`config.mk`:
```
export PLATFORM = sky130hd
export DESIGN_NAME = rdw_reset_delay_and_watchdog
export DESIGN_NICKNAME = d
export VERILOG_FILES = /design/src/rdw_pkg.sv /design/src/rdw_reset_delay_and_watchdog.sv
export VERILOG_INCLUDE_DIRS = /design/src
export SDC_FILE = /design/constraint.sdc
export NUM_CORES = 1
export LEC_CHECK = 0
export BUFFER_PORTS_ARGS = -buffer_cell sky130_fd_sc_hd__buf_2
export CORE_UTILIZATION = 40
export CTS_BUF_LIST = sky130_fd_sc_hd__clkbuf_4
export CTS_CLUSTER_DIAMETER = 120
export DETAILED_ROUTE_END_ITERATION = 7
export PLACE_DENSITY = 0.56
export SYNTH_ARGS = -nofsm -noshare
export SYNTH_HDL_FRONTEND = slang
export SYNTH_SLANG_ARGS = --single-unit
```
`constraint.sdc`:
```
create_clock -name clk -period 6.4 [get_ports clk]
set_input_delay 0 -clock clk [delete_from_list [all_inputs] [get_ports clk]]
set_output_delay 0 -clock clk [all_outputs]
set_load 0.005 [all_outputs]
```
`src/rdw_map.svh`:
```
// Purpose: Offsets, reset values and timing figures for the reset sequencer
// Assumes: 200 MHz system clock
// Notes:   Times are kept in their own units; cycle counts derive from them
`ifndef RDW_MAP_SVH
`define RDW_MAP_SVH
`define RDW_CLK_MHZ        200
`define RDW_DELAY_LONG_MS  18
`define RDW_DELAY_SHORT_US 300
`define RDW_WDT_BASE_MS    18
`define RDW_ADDR_W         4
`define RDW_OPTION_ADDR    4'h0
`define RDW_STATUS_ADDR    4'h1
`define RDW_OPTION_RESET   8'hFF
`define RDW_STATUS_RESET   8'h18
`endif

```
`src/rdw_pkg.sv`:
```
// Purpose: Types shared by the reset sequencer and its users
// Assumes: Nothing beyond the constants header
// Notes:   Field order follows the register bit order, msb first
package rdw_pkg;

  typedef enum logic [1:0]
  {
    INTERNAL_RC_OSC_MODE  = 2'h0,
    EXTERNAL_RC_OSC_MODE  = 2'h1,
    CRYSTAL_OSC_MODE      = 2'h2,
    LOW_FREQ_CRYSTAL_MODE = 2'h3
  } rdw_osc_mode_t;

  typedef enum logic [2:0]
  {
    ST_DELAY = 3'h1,
    ST_RUN   = 3'h2,
    ST_SLEEP = 3'h4
  } rdw_state_t;

  typedef struct packed
  {
    logic       pin_wake_enable_n;
    logic       pullup_enable_n;
    logic       timer_clock_source;
    logic       timer_edge_select;
    logic       prescaler_assign;
    logic [2:0] prescaler_ratio;
  } rdw_option_t;

  typedef struct packed
  {
    logic       pin_wake_flag;
    logic [1:0] unused_hi;
    logic       timeout_flag_n;
    logic       powerdown_flag_n;
    logic [2:0] unused_lo;
  } rdw_status_t;

endpackage

```
`src/rdw_reset_delay_and_watchdog.sv`:
```
// Purpose: Reset latch, reset delay timer and watchdog counter
// Assumes: Oscillators modelled as free ticks of clk; fuses are static
// Notes:   The watchdog keeps counting in sleep; ce freezes it, fuse off or the delay holds it at zero
`timescale 1ns/100ps
`include "rdw_map.svh"

module rdw_reset_delay_and_watchdog
#(
  parameter int DELAY_LONG_CYC  = `RDW_DELAY_LONG_MS * 1000 * `RDW_CLK_MHZ,
  parameter int DELAY_SHORT_CYC = `RDW_DELAY_SHORT_US * `RDW_CLK_MHZ,
  parameter int WDT_BASE_CYC    = `RDW_WDT_BASE_MS * 1000 * `RDW_CLK_MHZ
)
(
  // Clock and reset
  input  wire logic                      clk,
  input  wire logic                      reset,
  input  wire logic                      ce,
  // Pin and fuses
  input  wire logic                      masterClearInput,
  input  wire logic                      masterClearTieFuse,
  input  wire logic                      watchdogEnableFuse,
  input  wire rdw_pkg::rdw_osc_mode_t    oscMode,
  // Processor events
  input  wire logic                      clearWatchdogOp,
  input  wire logic                      sleepOp,
  input  wire logic                      pinChange,
  // Register port
  input  wire logic [`RDW_ADDR_W-1:0]    addr,
  input  wire logic [7:0]                wrData,
  input  wire logic                      wrStrobe,
  input  wire logic                      rdStrobe,
  output logic [7:0]                     rdData,
  // Results
  output logic                           chipReset,
  output logic                           sleeping,
  output rdw_pkg::rdw_option_t           optionBits,
  output rdw_pkg::rdw_status_t           statusFlags
);

  localparam logic [21:0] LONG_LIMIT  = 22'(DELAY_LONG_CYC - 1);
  localparam logic [21:0] SHORT_LIMIT = 22'(DELAY_SHORT_CYC - 1);
  localparam logic [21:0] WDT_LIMIT   = 22'(WDT_BASE_CYC - 1);

  rdw_pkg::rdw_state_t  state_q;
  rdw_pkg::rdw_state_t  state_d;
  rdw_pkg::rdw_option_t option_q;
  rdw_pkg::rdw_status_t flags_q;
  logic [2:0]           clearSync_q;
  logic                 clearLevel_q;
  logic                 porDone_q;
  logic                 longDelay_q;
  logic                 rcPulse_q;
  logic [21:0]          delayCount_q;
  logic [21:0]          wdtBase_q;
  logic [6:0]           wdtPresc_q;
  logic [7:0]           rdData_q;
  logic                 porPulse;
  logic                 clearHigh;
  logic                 isCrystal;
  logic                 inDelay;
  logic                 delayDone;
  logic [21:0]          delayLimit;
  logic                 wdtActive;
  logic                 baseDone;
  logic                 prescDone;
  logic [7:0]           divFull;
  logic [6:0]           prescMask;
  logic                 wdtTimeout;
  logic                 pinWakeEvent;
  logic                 enterDelay;
  logic                 rcWdtReset;
  logic                 anyReset;
  logic                 runClear;
  logic                 wdtClear;

  // Pin synchroniser, a change counts once stages two and three agree
  always_ff @(posedge clk or posedge reset)
  begin
    if (reset)
    begin
      clearSync_q  <= 3'h0;
      clearLevel_q <= 1'b0;
    end
    else if (ce)
    begin
      clearSync_q <= {clearSync_q[1:0], masterClearInput};
      if (clearSync_q[1] == clearSync_q[2])
      begin
        clearLevel_q <= clearSync_q[2];
      end
    end
  end

  always_ff @(posedge clk or posedge reset)
  begin
    if (reset)
    begin
      porDone_q <= 1'b0;
    end
    else if (ce)
    begin
      porDone_q <= 1'b1;
    end
  end

  assign porPulse = !porDone_q;

  assign clearHigh = masterClearTieFuse | clearLevel_q;
  assign isCrystal = (oscMode == rdw_pkg::CRYSTAL_OSC_MODE) ||
                     (oscMode == rdw_pkg::LOW_FREQ_CRYSTAL_MODE);
  assign inDelay   = (state_q == rdw_pkg::ST_DELAY);

  assign wdtActive = watchdogEnableFuse && !inDelay;
  assign baseDone  = (wdtBase_q == WDT_LIMIT);
  assign divFull   = 8'h01 << option_q.prescaler_ratio;
  assign prescMask = 7'(divFull - 8'h01);
  assign prescDone = !option_q.prescaler_assign || (wdtPresc_q == prescMask);
  assign wdtTimeout = wdtActive && baseDone && prescDone;

  assign pinWakeEvent = (state_q == rdw_pkg::ST_SLEEP) && pinChange &&
                        !option_q.pin_wake_enable_n;
  assign enterDelay = porPulse || !clearHigh || pinWakeEvent ||
                      (wdtTimeout && isCrystal);
  assign rcWdtReset = wdtTimeout && !isCrystal;
  assign anyReset   = enterDelay || rcWdtReset;

  assign delayLimit = longDelay_q ? LONG_LIMIT : SHORT_LIMIT;
  assign delayDone  = (delayCount_q == delayLimit);

  // Reset latch and sleep state
  always_comb
  begin
    state_d = state_q;
    case (state_q)
      rdw_pkg::ST_DELAY:
      begin
        if (!enterDelay && delayDone)
        begin
          state_d = rdw_pkg::ST_RUN;
        end
      end
      rdw_pkg::ST_RUN:
      begin
        if (enterDelay)
        begin
          state_d = rdw_pkg::ST_DELAY;
        end
        else if (sleepOp)
        begin
          state_d = rdw_pkg::ST_SLEEP;
        end
      end
      rdw_pkg::ST_SLEEP:
      begin
        if (enterDelay)
        begin
          state_d = rdw_pkg::ST_DELAY;
        end
        else if (rcWdtReset)
        begin
          state_d = rdw_pkg::ST_RUN;
        end
      end
      default:
      begin
        state_d = rdw_pkg::ST_DELAY;
      end
    endcase
  end

  always_ff @(posedge clk or posedge reset)
  begin
    if (reset)
    begin
      state_q <= rdw_pkg::ST_DELAY;
    end
    else if (ce)
    begin
      state_q <= state_d;
    end
  end

  // POR length survives a clear held low during the first delay
  always_ff @(posedge clk or posedge reset)
  begin
    if (reset)
    begin
      longDelay_q <= 1'b1;
    end
    else if (ce)
    begin
      if (porPulse)
      begin
        longDelay_q <= 1'b1;
      end
      else if (enterDelay)
      begin
        longDelay_q <= (longDelay_q && inDelay) || isCrystal;
      end
    end
  end

  // delay timer on its own tick
  always_ff @(posedge clk or posedge reset)
  begin
    if (reset)
    begin
      delayCount_q <= 22'h000000;
    end
    else if (ce)
    begin
      if (!inDelay || enterDelay || !clearHigh)
      begin
        delayCount_q <= 22'h000000;
      end
      else if (!delayDone)
      begin
        delayCount_q <= delayCount_q + 22'h000001;
      end
    end
  end

  // One-cycle reset for a watchdog expiry in RC modes
  always_ff @(posedge clk or posedge reset)
  begin
    if (reset)
    begin
      rcPulse_q <= 1'b0;
    end
    else if (ce)
    begin
      rcPulse_q <= rcWdtReset;
    end
  end

  assign chipReset = inDelay || rcPulse_q;
  assign sleeping  = (state_q == rdw_pkg::ST_SLEEP);

  assign runClear = (state_q == rdw_pkg::ST_RUN) && (clearWatchdogOp || sleepOp);
  assign wdtClear = runClear || anyReset || inDelay;

  // base period counter, runs in sleep too
  always_ff @(posedge clk or posedge reset)
  begin
    if (reset)
    begin
      wdtBase_q <= 22'h000000;
    end
    else if (ce)
    begin
      if (!watchdogEnableFuse || wdtClear || baseDone)
      begin
        wdtBase_q <= 22'h000000;
      end
      else
      begin
        wdtBase_q <= wdtBase_q + 22'h000001;
      end
    end
  end

  // prescaler cleared only while assigned here
  always_ff @(posedge clk or posedge reset)
  begin
    if (reset)
    begin
      wdtPresc_q <= 7'h00;
    end
    else if (ce && option_q.prescaler_assign)
    begin
      if (wdtClear || (baseDone && prescDone))
      begin
        wdtPresc_q <= 7'h00;
      end
      else if (baseDone && wdtActive)
      begin
        wdtPresc_q <= wdtPresc_q + 7'h01;
      end
    end
  end

  // option register, all ones on every reset
  always_ff @(posedge clk or posedge reset)
  begin
    if (reset)
    begin
      option_q <= `RDW_OPTION_RESET;
    end
    else if (ce)
    begin
      if (anyReset)
      begin
        option_q <= `RDW_OPTION_RESET;
      end
      else if (wrStrobe && (addr == `RDW_OPTION_ADDR))
      begin
        option_q <= wrData;
      end
    end
  end

  // cause flags; a clear-pin reset leaves them alone
  always_ff @(posedge clk or posedge reset)
  begin
    if (reset)
    begin
      flags_q <= `RDW_STATUS_RESET;
    end
    else if (ce)
    begin
      if (porPulse)
      begin
        flags_q <= `RDW_STATUS_RESET;
      end
      else if (wdtTimeout)
      begin
        flags_q.pin_wake_flag  <= 1'b0;
        flags_q.timeout_flag_n <= 1'b0;
      end
      else if (pinWakeEvent)
      begin
        flags_q.pin_wake_flag    <= 1'b1;
        flags_q.timeout_flag_n   <= 1'b1;
        flags_q.powerdown_flag_n <= 1'b0;
      end
      else if (runClear)
      begin
        flags_q.timeout_flag_n   <= 1'b1;
        flags_q.powerdown_flag_n <= !sleepOp;
      end
    end
  end

  assign optionBits  = option_q;
  assign statusFlags = flags_q;

  // Option is write-only, so only the status byte reads back
  always_ff @(posedge clk or posedge reset)
  begin
    if (reset)
    begin
      rdData_q <= 8'h00;
    end
    else if (ce)
    begin
      if (rdStrobe && (addr == `RDW_STATUS_ADDR))
      begin
        rdData_q <= flags_q;
      end
      else
      begin
        rdData_q <= 8'h00;
      end
    end
  end

  assign rdData = rdData_q;
endmodule

```
**Yosys cells after proc, flatten, opt, wreduce, memory -nomap -nowiden**

Cells that the tools add are included.

- Input port bits: 25
- Memories kept: 0
- Latch bits: 0
- Bits in writable memories: 0
- Register bits: 80
- Bits in read-only memories: 0
- Logic and storage cells: 120
- Output and inout bits: 26

- Mux-type cells: 25
- Equal/unequal tests: 19
- Shift operators: 1
- Reductions and logical operators: 51
- $mul: 0
- $add $sub $neg: 4
- Order comparisons: 0
- Div/mod/pow operators: 0
- Bitwise logic cells: 1

Operator list:

| kind | count |
|---|---|
| $mux 22 | 4 |
| $add 22x1->22 const B | 2 |
| $mux 8 | 3 |
| $eq 22x22->1 | 1 |
| $eq 22x22->1 const B | 1 |
| $logic_or 1x1->1 | 16 |
| $mux 3 | 5 |
| $logic_and 1x1->1 | 14 |
| $mux 7 | 2 |
| $reduce_and 2->1 | 7 |
| $logic_not 1->1 | 9 |
| $ne 3x1->1 const B | 3 |
| $pmux 3 s3 | 1 |
| $add 7x1->7 const B | 1 |
| $eq 7x7->1 | 1 |
| $mux 1 | 7 |
| $shl 1x3->7 const A | 1 |
| $sub 7x1->7 const B | 1 |
| $mux 2 | 3 |
| $ne 2x1->1 const B | 3 |
| $eq 2x2->1 const B | 2 |
| $eq 4x1->1 const B | 1 |
| $logic_not 4->1 | 1 |
| $ne 4x1->1 const B | 1 |
| 10 further kinds | 11 |

**Logic depth before layout (Yosys ltp)**

- Depth after elaboration: 13
- Gate-level depth with buffers: 10
- Gate-level depth less buffers: 8

**Worst setup path before layout**

No wires, ideal clock.

- Kind: register to register
- Start point: register wdtBase_q[7]
- End point: register state_q[2]
- Path buffers: 0
- Required time: 6,275 ps
- Period minus slack after synthesis: 2,726 ps
- Path slack: 3,674 ps
- Arrival: 2,601 ps
- Cell stages (with the launch flop): 7
- Setup time: 125 ps
- Cells stage by stage: dfrtp_1 > or4b_1 > or4_4 > or3_4 > a211oi_4 > o21ba_2 > mux2_2

- Longest elaborated chain between the ends: 9
- Elaborated cells between the ends (all ways): 15
- Classes of those cells: 4 x eq/ne; 3 x mux; 8 x reduce/logical

RTL lines:

| element | RTL line | text |
|---|---|---|
| start: declaration | rdw_reset_delay_and_watchdog.sv:54 | `logic [21:0] wdtBase_q;` |
| start signal: assignment | rdw_reset_delay_and_watchdog.sv:257 | `wdtBase_q <= wdtBase_q + 22'h000001;` |
| $eq 22x22->1 (*) | rdw_reset_delay_and_watchdog.sv:114 | `assign baseDone = (wdtBase_q == WDT_LIMIT);` |
| $logic_and 1x1->1 (*) (2 in series) | rdw_reset_delay_and_watchdog.sv:118 | `assign wdtTimeout = wdtActive && baseDone && prescDone;` |
| $logic_and 1x1->1 | rdw_reset_delay_and_watchdog.sv:123 | `(wdtTimeout && isCrystal);` |
| $logic_or 1x1->1 | rdw_reset_delay_and_watchdog.sv:122 | `assign enterDelay = porPulse \|\| !clearHigh \|\| pinWakeEvent \|\|` |
| $logic_not 1->1 | rdw_reset_delay_and_watchdog.sv:137 | `if (!enterDelay && delayDone)` |
| $logic_and 1x1->1 | rdw_reset_delay_and_watchdog.sv:137 |  |
| $ne 2x1->1 (no line) | n/a |  |
| $reduce_and 4->1 (no line) | n/a |  |
| end signal: assignment | rdw_reset_delay_and_watchdog.sv:175 | `state_q <= rdw_pkg::ST_DELAY;` |
| end signal: assignment | rdw_reset_delay_and_watchdog.sv:179 | `state_q <= state_d;` |
| end: declaration | rdw_reset_delay_and_watchdog.sv:44 | `rdw_pkg::rdw_state_t state_q;` |

Every way passes the cells marked *; elsewhere a longest branch is shown, timed or not.
A chain may end at the register's enable or synchronous reset.

**Worst setup path in the final report**

- Start point: register wdtBase_q[7]
- End point: register wdtPresc_q[6]

- Longest elaborated chain between the ends: 11
- Elaborated cells between the ends (all ways): 14
- Classes of those cells: 1 x eq/ne; 1 x mux; 12 x reduce/logical

RTL lines:

| element | RTL line | text |
|---|---|---|
| $eq 22x22->1 (*) | rdw_reset_delay_and_watchdog.sv:114 |  |
| $logic_and 1x1->1 | rdw_reset_delay_and_watchdog.sv:118, rdw_reset_delay_and_watchdog.sv:275 |  |
| $logic_and 1x1->1 | rdw_reset_delay_and_watchdog.sv:118 |  |
| $logic_and 1x1->1 | rdw_reset_delay_and_watchdog.sv:123 |  |
| $logic_or 1x1->1 | rdw_reset_delay_and_watchdog.sv:122 |  |
| $logic_or 1x1->1 | rdw_reset_delay_and_watchdog.sv:125 | `assign anyReset = enterDelay \|\| rcWdtReset;` |
| $logic_or 1x1->1 (2 in series) | rdw_reset_delay_and_watchdog.sv:240 | `assign wdtClear = runClear \|\| anyReset \|\| inDelay;` |
| $logic_or 1x1->1 | rdw_reset_delay_and_watchdog.sv:271 | `if (wdtClear \|\| (baseDone && prescDone))` |
| $reduce_bool 2->1 (no line) | n/a |  |
| $reduce_and 2->1 (no line) | n/a |  |
| end signal: assignment | rdw_reset_delay_and_watchdog.sv:277 | `wdtPresc_q <= wdtPresc_q + 7'h01;` |
| end: declaration | rdw_reset_delay_and_watchdog.sv:55 | `logic [6:0] wdtPresc_q;` |

Marks and branches as above.

==> results.json <==
{
  "synthesis.area_mm2": 0.00427,
  "final_cell_mix": "dfrtp_1 (63), nor2_1 (57), buf_2 (39)",
  "drt_iter0_drc": 140,
  "synth_ff_type": "dfrtp_1",
  "htree_levels": 3,
  "io_buffers": 39,
  "rsz0062_at_grt": "no",
  "final.setup.tns_ns": 0,
  "seqPwrFrac_pct": 51.7,
  "cts_buffers": 9,
  "track_usage_pct": 17.8,
  "period_share_pct": 47.2,
  "drive_gt1_share_pct": 19.9,
  "initial_core_util_pct": 41.3,
  "pwr-share-clk_pct": 20.6,
  "fp-row-count": 37,
  "worstMarginPinSlew_ns": 0.957,
  "grt_max_degree": 76,
  "ir_drop_mv": 0.109,
  "cts.sinks": 75,
  "syn_inst": 455,
  "pin_count": 51,
  "finalMaxSlewViolations": 0,
  "start_kind": "flop",
  "status": "finished, final reports clean",
  "crit_fanout": 6,
  "cp.required_ns": 6.75,
  "firstDrtPassIters": 4,
  "power.switching_mw": 0.430,
  "path_clk_slew_ns": 0.13,
  "power_density_mw_per_mm2": 259,
  "hold-worst-slack_ns": 0.0570,
  "vias_per_cell": 5.33,
  "hold_violations": 0,
  "cts_tree": "built",
  "power.internal_mw": 0.800,
  "cp-end-kind": "flop",
  "period_minus_slack_ns": 3.02,
  "fmax_mhz": 331,
  "timing.hold.worst.class": "in -> reg",
  "synth_edf_count": 0,
  "postRouteWirelength_mm": 9.17,
  "dieArea_mm2": 0.0111,
  "mostFrequentLayoutCell": "dfrtp_1",
  "async_flop_share_pct": 100,
  "diodes": 0,
  "relSlewSlack_pct": 36.2,
  "dr_total_vias": 3432,
  "route.detailed.drc": 0,
  "cts_buffer_depth": 2,
  "wl_per_cell_um": 14.2,
  "power_switching_share_pct": 35.0,
  "combinationalPowerShare_pct": 27.7,
  "clk_latency_ns": 0.43,
  "leakagePower_nw": 2.01,
  "die_w_um": 105,
  "area_delta_synth_final_pct": 11.2,
  "root_buffer": "clkbuf_4",
  "ys.warnings.count": 0,
  "antenna_found_initial": 0,
  "worstSetupPathType": "reg -> reg",
  "synth.distinct_cells": 66,
  "post_cts_resized": 0,
  "fin_nets": 531,
  "core_mm2": 0.0103,
  "die_h_um": 105,
  "finClkSkew_ns": 0.0137,
  "grt_pass1_wl_mm": 15.7,
  "fillers": 1016,
  "hpwl_mm": 6.30,
  "ys_ff_latch": 75,
  "first_global_vias": 3320,
  "max_cap_viol_count": 0,
  "finalSetupViolations": 0,
  "globalRouteOverflowTotal": 0,
  "routabilityCongestion": 0.800,
  "worst_ep_arrival_time_ns": 3.37,
  "syn_area_per_cell_um2": 9.37,
  "synth-seq-area-share_pct": 44.4,
  "ant_nets": 0
}
[synthesized netlist by cell type, types with 3 or more instances]
library cell  instances  area share (%)
mux2_2                8             2.1
nand3_1              19             2.2
nand2b_1              5            0.73
ha_1                  3            0.88
inv_1                17             1.5
o21ai_0              17             2.0
nor3b_1               7             1.2
clkbuf_1              9            0.79
o22ai_1               4            0.59
or3_1                 7             1.0
nor2_1               57             5.0
or3b_2                3            0.62
xnor2_1              27             5.5
buf_4                10             1.8
a21oi_1              18             2.1
dfstp_2              12             7.4
and3_1                7             1.0
mux2i_1               6             1.4
nand4_1              13             1.9
nor2b_1               3            0.44
and4_1                5             1.0
nor4_1               10             1.5
or3_2                 5            0.88
or2_2                 3            0.44
nor3_1               18             2.1
dfrtp_1              63              37
a22o_1                3            0.62
xor2_1               11             2.3
o211ai_1              3            0.53
nand2_1              35             3.1
[area by class of cell]
class	instances	area (um^2)	share of cell area, %
clock inverter	4	18.8	0.396
timing repair buffer	54	338	7.12
tap	136	170	3.59
clock buffer	12	90.1	1.90
sequential	75	1890	39.9
multi-input combinational	346	2170	45.8
inverter	17	63.8	1.35
[cell families after synthesis]
family | count (synthesis) | share of synthesized area [%]
and+or+nand+nor | 211 | 26.2
DFF | 75 | 44.4
AOI/OAI and AO/OA | 70 | 11.5
buffers and inverters | 43 | 5.69
xor gates and xnor gates | 38 | 7.80
muxes | 14 | 3.52
adders and majority gates | 3 | 0.880
other | 1 | 0.0879
[worst paths after layout]
path,slack (ns),cells past startpoint,to,startpoint
setup / recovery,3.38,6,wdtPresc_q[6]$_DFFE_PP0P_,wdtBase_q[7]$_DFFE_PP0P_
hold / removal,0.06,3,rdData[3]$_DFFE_PP0P_,rdStrobe
setup reg to reg,3.38,6,wdtPresc_q[6]$_DFFE_PP0P_,wdtBase_q[7]$_DFFE_PP0P_
hold reg to reg,0.50,1,longDelay_q$_DFFE_PP1P_,longDelay_q$_DFFE_PP1P_
max in group asynchronous,5.39,4,delayCount_q[1]$_DFFE_PP0P_,reset
min in group asynchronous,0.37,4,wdtBase_q[5]$_DFFE_PP0P_,reset
[power by group through the flow]
stage	Sequential, mW	Clock (mW)	Combinational (mW)
2_1_floorplan	0.615	0	0.268
3_3_place_gp	0.641	0	0.335
3_5_place_dp	0.645	0	0.339
4_1_cts	0.636	0.268	0.347
5_1_grt	0.651	0.281	0.384
6_report	0.636	0.253	0.341
[worst max-delay path, cell delays in order, from the launching register on]
cell and delay [ns]:
dfrtp_1 0.46, or4b_1 0.53, or4_4 0.46, nor4_1 0.67, nand4_1 0.27, or3_1 0.39
a21oi_1 0.15
[through the flow]
step           std cells  area [um^2]  power [mW]  worst slack (ns)  utilization (%)
2_1_floorplan        464         4300       0.882              3.67                -
3_3_place_gp         616         4510       0.976              3.43             43.7
3_5_place_dp         616         4510       0.985              3.42             43.7
4_1_cts              644         4740        1.25              3.38             45.9
5_1_grt              644         4740        1.32              3.23             45.9
6_report             644         4740        1.23              3.38             45.9
[registers in the layout, indices dropped and copies added (netlist names)]
name / cells
porDone_q: 1
wdtPresc_q: 7
clearSync_q: 3
delayCount_q: 22
rdData: 3
rcPulse_q: 1
state_q: 3
longDelay_q: 1
wdtBase_q: 22
optionBits: 8
clearLevel_q: 1
statusFlags: 3
[metal layers]
layer  GRT usage, %  part of all wire (%)
met1           23.5                    49
met2           28.8                    45
met3           2.35                   3.9
met4           8.45                   1.9
met5              0                     0
[repair_timing]
item                      in CTS  in global routing
hold endpoints to repair      75                  0
setup buffers                  0                  0
hold buffers                  12                  0
Power figures use the tool's default switching activity.
